### src/pdpc_pkg.sv
// Purpose: shared constants for the divider, delay and pump configuration block
// Assumes: apb register index times four gives the byte address
// Notes: field positions follow the register layout of the loop

package pdpc_pkg;
	// register indices and byte addresses
	localparam logic [3:0] REG0_IDX      = 4'h0;
	localparam logic [3:0] REG2_IDX      = 4'h2;
	localparam logic [3:0] REG10_IDX     = 4'hA;
	localparam logic [3:0] REG11_IDX     = 4'hB;
	localparam logic [3:0] CTRL_IDX      = 4'hC;
	localparam logic [3:0] STAT_IDX      = 4'hD;
	localparam logic [7:0] PUMP_ADDR     = {2'h0, REG0_IDX, 2'h0};
	localparam logic [7:0] DELAY_ADDR    = {2'h0, REG2_IDX, 2'h0};
	localparam logic [7:0] DIVIDER_ADDR  = {2'h0, REG10_IDX, 2'h0};
	localparam logic [7:0] PRESCALE_ADDR = {2'h0, REG11_IDX, 2'h0};
	localparam logic [7:0] CTRL_ADDR     = {2'h0, CTRL_IDX, 2'h0};
	localparam logic [7:0] STAT_ADDR     = {2'h0, STAT_IDX, 2'h0};

	// field positions
	localparam int PUMP_CODE_LSB   = 14;
	localparam int PUMP_CODE_W     = 4;
	localparam int PUMP_PRESET_BIT = 13;
	localparam int DELAY_W         = 3;
	localparam int REF_DELAY_LSB   = 3;
	localparam int FB_DELAY_LSB    = 0;
	localparam int DIV_W           = 14;
	localparam int REF_DIV_LSB     = 0;
	localparam int FB_DIV_LSB      = 14;
	localparam int PRESCALE_LSB    = 5;
	localparam int PRESCALE_W      = 7;

	// reset values
	localparam logic [3:0]  PUMP_CODE_RST    = 4'hB;
	localparam logic        PUMP_PRESET_RST  = 1'b1;
	localparam logic [2:0]  DELAY_RST        = 3'h0;
	localparam logic [13:0] REF_DIV_RST      = 14'h007C;
	localparam logic [13:0] FB_DIV_RST       = 14'h02FF;
	localparam logic [6:0]  PRESCALE_RST     = 7'h20;
	localparam logic        REF_HALVE_RST    = 1'b0;

	// prescaler code classes
	localparam logic [6:0]  PRESCALE_UNITY   = 7'h20;
	localparam logic [4:0]  PRESCALE_LOW_TAG = 5'h10;
endpackage

### src/pdpc_divider.sv
// Purpose: programmable divider of an enable pulse stream
// Assumes: i_ratio_m1 is the ratio minus one
// Notes: one output pulse per ratio input pulses

`timescale 1ns/1ps
`default_nettype none

module pdpc_divider #(
	parameter int W = 14
) (
	input  wire logic         i_clock,
	input  wire logic         i_srst,
	input  wire logic         i_en,
	input  wire logic [W-1:0] i_ratio_m1,
	output logic              o_pulse
);
	logic [W-1:0] count_q;

	// counts input pulses, wraps at the ratio
	always_ff @(posedge i_clock) begin
		if (i_srst) begin
			count_q <= '0;
		end else if (i_en) begin
			if (count_q >= i_ratio_m1) begin
				count_q <= '0;
			end else begin
				count_q <= count_q + 1'b1;
			end
		end
	end

	always_ff @(posedge i_clock) begin
		if (i_srst) begin
			o_pulse <= 1'b0;
		end else begin
			o_pulse <= i_en && (count_q >= i_ratio_m1);
		end
	end
endmodule

`default_nettype wire

### src/pdpc_top.sv
// Purpose: divider, delay select and charge pump configuration of the loop
// Assumes: reference and oscillator clocks arrive as pins sampled at 100 MHz
// Notes: delays and pump current are analog; selects leave as ports
//
// Overview of operation
// - decode prescaler codes to ratios 1 to 80
// - three-bit delay selects for both paths
// - reference delay lags outputs, feedback delay leads
// - reference and feedback divider codes, 14 bits each
// - each divider divides by code plus one
// - defaults give reference 125, feedback 768
// - four-bit pump current code, zero tri-states
// - pump pulses follow phase detector decisions
// - preset bit forces pump to half supply
// - phase detector compares both divided clocks

`timescale 1ns/1ps
`default_nettype none

module pdpc_top (
	input  wire logic        i_clock,
	input  wire logic        i_srst,
	input  wire logic        i_psel,
	input  wire logic        i_penable,
	input  wire logic        i_pwrite,
	input  wire logic [7:0]  i_paddr,
	input  wire logic [31:0] i_pwdata,
	output logic [31:0]      o_prdata,
	output logic             o_pready,
	output logic             o_pslverr,
	input  wire logic        i_ref_clk,
	input  wire logic        i_osc_clk,
	output logic             o_pump_up,
	output logic             o_pump_down,
	output logic             o_pump_tristate,
	output logic [3:0]       o_pump_current_code,
	output logic             o_pump_midsupply_preset,
	output logic [2:0]       o_ref_path_delay_select,
	output logic [2:0]       o_fb_path_delay_select,
	output logic             o_ref_div_pulse,
	output logic             o_fb_div_pulse
);
	logic [3:0]  pump_current_code_q;
	logic        pump_midsupply_preset_q;
	logic [2:0]  ref_path_delay_select_q;
	logic [2:0]  fb_path_delay_select_q;
	logic [13:0] ref_div_code_q;
	logic [13:0] fb_div_code_q;
	logic [6:0]  prescale_code_q;
	logic        ref_halve_q;
	logic        wr_en;
	logic        rd_setup;
	logic        addr_ok;
	logic [31:0] rd_data;
	logic [2:0]  ref_sync_q;
	logic [2:0]  osc_sync_q;
	logic        ref_edge;
	logic        osc_edge;
	logic [6:0]  prescale_m1;
	logic        prescale_pulse;
	logic        ref_pre_pulse;
	logic        ref_div_pulse;
	logic        fb_div_pulse;
	logic        up_q;
	logic        down_q;

	// apb decode, zero wait states
	assign o_pready = 1'b1;
	assign addr_ok  = (i_paddr == pdpc_pkg::PUMP_ADDR) || (i_paddr == pdpc_pkg::DELAY_ADDR) ||
		(i_paddr == pdpc_pkg::DIVIDER_ADDR) || (i_paddr == pdpc_pkg::PRESCALE_ADDR) ||
		(i_paddr == pdpc_pkg::CTRL_ADDR) || (i_paddr == pdpc_pkg::STAT_ADDR);
	assign o_pslverr = i_psel && i_penable && !addr_ok;
	assign wr_en     = i_psel && i_penable && i_pwrite && addr_ok;
	assign rd_setup  = i_psel && !i_penable && !i_pwrite;

	// pump configuration register
	always_ff @(posedge i_clock) begin
		if (i_srst) begin
			pump_current_code_q     <= pdpc_pkg::PUMP_CODE_RST;
			pump_midsupply_preset_q <= pdpc_pkg::PUMP_PRESET_RST;
		end else if (wr_en && i_paddr == pdpc_pkg::PUMP_ADDR) begin
			pump_current_code_q     <= i_pwdata[pdpc_pkg::PUMP_CODE_LSB +: pdpc_pkg::PUMP_CODE_W];
			pump_midsupply_preset_q <= i_pwdata[pdpc_pkg::PUMP_PRESET_BIT];
		end
	end

	// delay select register
	always_ff @(posedge i_clock) begin
		if (i_srst) begin
			ref_path_delay_select_q <= pdpc_pkg::DELAY_RST;
			fb_path_delay_select_q  <= pdpc_pkg::DELAY_RST;
		end else if (wr_en && i_paddr == pdpc_pkg::DELAY_ADDR) begin
			ref_path_delay_select_q <= i_pwdata[pdpc_pkg::REF_DELAY_LSB +: pdpc_pkg::DELAY_W];
			fb_path_delay_select_q  <= i_pwdata[pdpc_pkg::FB_DELAY_LSB +: pdpc_pkg::DELAY_W];
		end
	end

	// divider code register
	always_ff @(posedge i_clock) begin
		if (i_srst) begin
			ref_div_code_q <= pdpc_pkg::REF_DIV_RST;
			fb_div_code_q  <= pdpc_pkg::FB_DIV_RST;
		end else if (wr_en && i_paddr == pdpc_pkg::DIVIDER_ADDR) begin
			ref_div_code_q <= i_pwdata[pdpc_pkg::REF_DIV_LSB +: pdpc_pkg::DIV_W];
			fb_div_code_q  <= i_pwdata[pdpc_pkg::FB_DIV_LSB +: pdpc_pkg::DIV_W];
		end
	end

	// prescaler code register
	always_ff @(posedge i_clock) begin
		if (i_srst) begin
			prescale_code_q <= pdpc_pkg::PRESCALE_RST;
		end else if (wr_en && i_paddr == pdpc_pkg::PRESCALE_ADDR) begin
			prescale_code_q <= i_pwdata[pdpc_pkg::PRESCALE_LSB +: pdpc_pkg::PRESCALE_W];
		end
	end

	// control register: reference prescaler one or two
	always_ff @(posedge i_clock) begin
		if (i_srst) begin
			ref_halve_q <= pdpc_pkg::REF_HALVE_RST;
		end else if (wr_en && i_paddr == pdpc_pkg::CTRL_ADDR) begin
			ref_halve_q <= i_pwdata[0];
		end
	end

	// read mux
	always_comb begin
		rd_data = 32'h0000_0000;
		unique case (i_paddr)
			pdpc_pkg::PUMP_ADDR: begin
				rd_data[pdpc_pkg::PUMP_CODE_LSB +: pdpc_pkg::PUMP_CODE_W] = pump_current_code_q;
				rd_data[pdpc_pkg::PUMP_PRESET_BIT] = pump_midsupply_preset_q;
			end
			pdpc_pkg::DELAY_ADDR: begin
				rd_data[pdpc_pkg::REF_DELAY_LSB +: pdpc_pkg::DELAY_W] = ref_path_delay_select_q;
				rd_data[pdpc_pkg::FB_DELAY_LSB +: pdpc_pkg::DELAY_W]  = fb_path_delay_select_q;
			end
			pdpc_pkg::DIVIDER_ADDR: begin
				rd_data[pdpc_pkg::REF_DIV_LSB +: pdpc_pkg::DIV_W] = ref_div_code_q;
				rd_data[pdpc_pkg::FB_DIV_LSB +: pdpc_pkg::DIV_W]  = fb_div_code_q;
			end
			pdpc_pkg::PRESCALE_ADDR: begin
				rd_data[pdpc_pkg::PRESCALE_LSB +: pdpc_pkg::PRESCALE_W] = prescale_code_q;
			end
			pdpc_pkg::CTRL_ADDR: begin
				rd_data[0] = ref_halve_q;
			end
			pdpc_pkg::STAT_ADDR: begin
				rd_data[0] = up_q;
				rd_data[1] = down_q;
				rd_data[2] = o_pump_tristate;
				rd_data[3] = pump_midsupply_preset_q;
			end
			default: begin
				rd_data = 32'h0000_0000;
			end
		endcase
	end

	// read data captured in setup, held through access
	always_ff @(posedge i_clock) begin
		if (i_srst) begin
			o_prdata <= 32'h0000_0000;
		end else if (rd_setup) begin
			o_prdata <= rd_data;
		end
	end

	// pin synchronisers with edge detect on the settled stages
	always_ff @(posedge i_clock) begin
		if (i_srst) begin
			ref_sync_q <= 3'h0;
			osc_sync_q <= 3'h0;
		end else begin
			ref_sync_q <= {ref_sync_q[1:0], i_ref_clk};
			osc_sync_q <= {osc_sync_q[1:0], i_osc_clk};
		end
	end
	assign ref_edge = ref_sync_q[1] && !ref_sync_q[2];
	assign osc_edge = osc_sync_q[1] && !osc_sync_q[2];

	// prescaler ratio minus one from its code
	always_comb begin
		prescale_m1 = 7'h00;
		if (prescale_code_q == pdpc_pkg::PRESCALE_UNITY) begin
			prescale_m1 = 7'h00;
		end else if (prescale_code_q[6:2] == pdpc_pkg::PRESCALE_LOW_TAG) begin
			prescale_m1 = {5'h00, prescale_code_q[1:0]} + 7'h01;
		end else if (prescale_code_q[6:5] == 2'h0) begin
			prescale_m1 = 7'((({4'h0, prescale_code_q[4:2]} + 7'h01) *
				({5'h00, prescale_code_q[1:0]} + 7'h02) * 7'h02) - 7'h01);
		end
	end

	pdpc_divider #(.W(7)) u_fb_prescale (
		.i_clock    (i_clock),
		.i_srst     (i_srst),
		.i_en       (osc_edge),
		.i_ratio_m1 (prescale_m1),
		.o_pulse    (prescale_pulse)
	);

	pdpc_divider #(.W(14)) u_fb_div (
		.i_clock    (i_clock),
		.i_srst     (i_srst),
		.i_en       (prescale_pulse),
		.i_ratio_m1 (fb_div_code_q),
		.o_pulse    (fb_div_pulse)
	);

	pdpc_divider #(.W(1)) u_ref_prescale (
		.i_clock    (i_clock),
		.i_srst     (i_srst),
		.i_en       (ref_edge),
		.i_ratio_m1 (ref_halve_q),
		.o_pulse    (ref_pre_pulse)
	);

	pdpc_divider #(.W(14)) u_ref_div (
		.i_clock    (i_clock),
		.i_srst     (i_srst),
		.i_en       (ref_pre_pulse),
		.i_ratio_m1 (ref_div_code_q),
		.o_pulse    (ref_div_pulse)
	);

	// phase detector: set on own edge, common reset in the cycle both would be set, so both are never high together
	always_ff @(posedge i_clock) begin
		if (i_srst) begin
			up_q   <= 1'b0;
			down_q <= 1'b0;
		end else if ((up_q || ref_div_pulse) && (down_q || fb_div_pulse)) begin
			up_q   <= 1'b0;
			down_q <= 1'b0;
		end else begin
			up_q   <= up_q || ref_div_pulse;
			down_q <= down_q || fb_div_pulse;
		end
	end

	// pump drive, gated by preset and zero current
	assign o_pump_tristate         = (pump_current_code_q == 4'h0) || pump_midsupply_preset_q;
	assign o_pump_up               = up_q && !o_pump_tristate;
	assign o_pump_down             = down_q && !o_pump_tristate;
	assign o_pump_current_code     = pump_current_code_q;
	assign o_pump_midsupply_preset = pump_midsupply_preset_q;
	assign o_ref_path_delay_select = ref_path_delay_select_q;
	assign o_fb_path_delay_select  = fb_path_delay_select_q;
	assign o_ref_div_pulse         = ref_div_pulse;
	assign o_fb_div_pulse          = fb_div_pulse;
endmodule

`default_nettype wire

### config.mk
export PLATFORM = sky130hd
export DESIGN_NAME = pdpc_top
export DESIGN_NICKNAME = d
export VERILOG_FILES = /design/src/pdpc_pkg.sv /design/src/pdpc_divider.sv /design/src/pdpc_top.sv
export SDC_FILE = /design/constraint.sdc
export NUM_CORES = 1
export LEC_CHECK = 0
export ABC_AREA = 1
export BUFFER_PORTS_ARGS = -buffer_cell sky130_fd_sc_hd__buf_2
export CORE_MARGIN = 2
export CORE_UTILIZATION = 46
export CTS_BUF_LIST = sky130_fd_sc_hd__clkbuf_4 sky130_fd_sc_hd__clkbuf_8 sky130_fd_sc_hd__clkbuf_16
export CTS_CLUSTER_DIAMETER = 60
export DETAILED_ROUTE_END_ITERATION = 12
export GPL_ROUTABILITY_DRIVEN = 0
export PLACE_DENSITY_LB_ADDON = 0.3
export SLEW_MARGIN = 25
export SYNTH_ARGS = -nofsm -noshare
export SYNTH_HDL_FRONTEND = slang
export SYNTH_SLANG_ARGS = --single-unit
### constraint.sdc
create_clock -name i_clock -period 6.6 [get_ports i_clock]
set_input_delay 0.99 -clock i_clock [delete_from_list [all_inputs] [get_ports i_clock]]
set_output_delay 0.99 -clock i_clock [all_outputs]
set_load 0.01 [all_outputs]
==> reports/results.tsv <==
metric	value	unit
Syn Area/Cell	7.24	µm²
Leakage Power	3.90	nW
die area	0.0149	mm²
CTS H-tree depth	4	
latest clock arrival within the worst-skew pair	0.42	ns
Syn-to-layout area delta	17.6	%
Post-DP Area	0.00694	mm²
Ports	97	
first-pass GRT wire length	24100	µm
Reg clk slew, reported paths	0.05	ns
crit start category	flop	
chip width	122	µm
Synth Area in Adders	0.0984	
vias in the first global route	5047	
Final HPWL DP	10500	µm
Reg area	0.00246	mm²
crit path time final	3.66	ns
worst r2r src	prescale_code_q[2]$_SDFFE_PP0P_	
final hold viol count	0	
grt ovf	0	
Compound-Gate Fraction of Synth Area	0.0887	
largest stage delay on the critical path	0.40	ns
dpl cells	1122	
CTS tree	built	
achievable frequency	274	MHz
fillers	1348	
vias post-DR	5665	
Slew HR	0.635	
total power	1.81	mW
initial antenna violation count	0	
row cnt	43	
Top delay family on crit path	adder cells	
Final Instance Area	0.00756	mm²
Seq/Total Area, Yosys	0.383	
postcts setup bufs	0	
hold path depth	2	
# port buffers	87	
Max Root-Sink Buffers	2	
Worst path depth	21	
Via density	4.91	
hold path start	osc_sync_q[0]$_SDFF_PP0_	
TritonCTS buffer count	17	
# clock sinks	123	
Post-Syn Area	0.00643	mm²
nets	1058	
top-area cell type share of the netlist area	0.383	
Clock Skew	0.00836	ns
Max Cap Violations	0	
top_reg_cell synth	dfxtp_1	
Post-synth EDFFs	0	
mux cell area share after synthesis	0.00311	
worst reg2reg path depth	21	
Area contributors post-synth	dfxtp_1 (38%), nand2_1 (10%), ha_1 (9.5%)	
CP max FO	7	
Crit. Startpoint	prescale_code_q[2]$_SDFFE_PP0P_	
largest family of logic cells by synthesized area	simple AND/OR/NAND/NOR gates	
crit path kind	reg2reg	
# resized after CTS	0	
fin cells	1154	
slowest CP cell	dfxtp_1	
worst slew pin tran	0.548	ns
First DRT Iteration DRCs	425	
Crit path required time	6.95	ns
multi-input logic area	0.00336	mm²
crit-path cells	inv_1 -> ha_1 -> nand2_1 -> o21ai_0 -> ha_1 -> ha_1 -> fa_1 -> xnor2_1 -> inv_1 -> nor3_1 -> inv_1 -> nor2_1 -> nor2_1 -> nand2_1 -> ha_1 -> a21oi_1 -> o21a_1 -> o21ai_0 -> nand2_1 -> nand2_1 -> nor2_1	
largest net degree at the start of global routing	54	
chip height	122	µm
Power per Cell Area	240	mW/mm²
Worst Path Arrival	4.01	ns
core area	0.0138	mm²
Tot GR Track Use	0.206	
Final Setup Violations	0	
DRC viols	0	
Synth area leader	dfxtp_1	
Post-Synth Simple-Gate Area	0.282	
XOR/XNOR share of the synthesized area	0.0463	
Post-synth ARST share	0	
synth cell count leaders	nand2_1 (175), nor2_1 (155), dfxtp_1 (123)	
share of layout cells above drive strength 1	0.144	
starting density of the core	0.467	
crit path buf inv count	3	
Max Slew Vio Count	0	
YS warnings	0	
hold_buf cts	0	
synth unique cells	42	
Worst Hold Class	reg2reg	
most numerous cell in the Yosys netlist	nand2_1	
post-synthesis cell count	888	
diode count	0	
first-pass iteration count of the detailed router	5	
Worst setup EP type	flop	
final worst-path cycle share	0.554	
Util after Layout	0.549	
DR WL/cell	12.8	µm
Max rail drop VDD	0.158	mV
#FFs+latches synth	123	
antenna viol nets, final	0	
WL final	14800	µm
total negative slack	0	ns
outcome	completed	
RSZ-0062 raised after global routing	no	
clock root cell	clkbuf_16	
## placed cells by master, fill, tap and decap left out, types with 3 or more instances in the layout
cell,netlist,final
a21oi_1,36,36
buf_2,7,87
buf_4,12,4
bufinv_16,0,3
clkbuf_16,0,17
clkbuf_4,0,5
clkbuf_8,0,4
conb_1,2,5
dfxtp_1,123,123
ha_1,49,49
inv_1,111,110
nand2_1,175,175
nand2_2,3,3
nand3_1,43,43
nand4_1,24,24
nor2_1,155,155
nor2_2,3,3
nor3_1,7,7
o21ai_0,41,41
o221ai_1,11,11
o22ai_1,3,3
xnor2_1,11,11
xor2_1,23,23
## path summary, 6_finish.rpt
check	end	slack, ns
setup / recovery	u_fb_prescale.count_q[5]$_SDFFE_PP0P_	2.94
hold / removal	osc_sync_q[1]$_SDFF_PP0_	0.41
setup reg to reg	u_fb_prescale.count_q[5]$_SDFFE_PP0P_	2.94
hold reg to reg	osc_sync_q[1]$_SDFF_PP0_	0.41
## registers in the layout (all words and copies together), names as in the netlist, 3 cells and up
name,flops
fb_div_code_q,14
ref_sync_q,3
o_prdata,28
prescale_code_q,7
u_ref_div.count_q,14
o_ref_path_delay_select,3
o_fb_path_delay_select,3
u_fb_prescale.count_q,7
osc_sync_q,3
ref_div_code_q,14
o_pump_current_code,4
u_fb_div.count_q,14
## kinds of logic (layout without fill, tap and decap cells)
group | Yosys count | after routing
AO/OA/AOI/OAI | 100 | 100
XOR/XNOR | 34 | 34
adder cells (fa/ha/maj) | 50 | 50
buffers and inverters | 152 | 235
flip-flops | 123 | 123
multiplexers | 2 | 2
other | 2 | 5
AND/OR/NAND/NOR | 425 | 425
## per-layer routing
layer	global-route usage	part of all wire	vias to the layer above
met5	0	0	-
met4	0.0797	0.016	0
met3	0.0474	0.045	16
met2	0.319	0.45	121
met1	0.277	0.49	2544
li1	-	-	2984
## final cells by class
class | instances | area share
Clock buffer | 26 | 0.0685
Clock inverter | 6 | 0.0144
Inverter | 112 | 0.0556
Multi-Input combinational cell | 616 | 0.445
Sequential cell | 123 | 0.326
Tap cell | 180 | 0.0298
Timing Repair Buffer | 91 | 0.0615
## worst min-delay path: stages (launching register included)
cell	delay, ns
dfxtp_1	0.30
inv_1	0.04
nor2_1	0.03
## metrics by stage
stage               hold WS, ns  worst slack (ns)
floorplan                 0.388              3.35
global placement          0.391              2.99
detailed placement        0.396              2.94
CTS                       0.403              2.92
global route              0.438              2.58
finish                    0.408              2.94
## power by group
part / switching (mW) / internal (mW)
registers: 0.00597 / 0.754
logic: 0.0492 / 0.0260
clock network: 0.326 / 0.653
total: 0.381 / 1.43
Power figures use the tool's default switching activity.
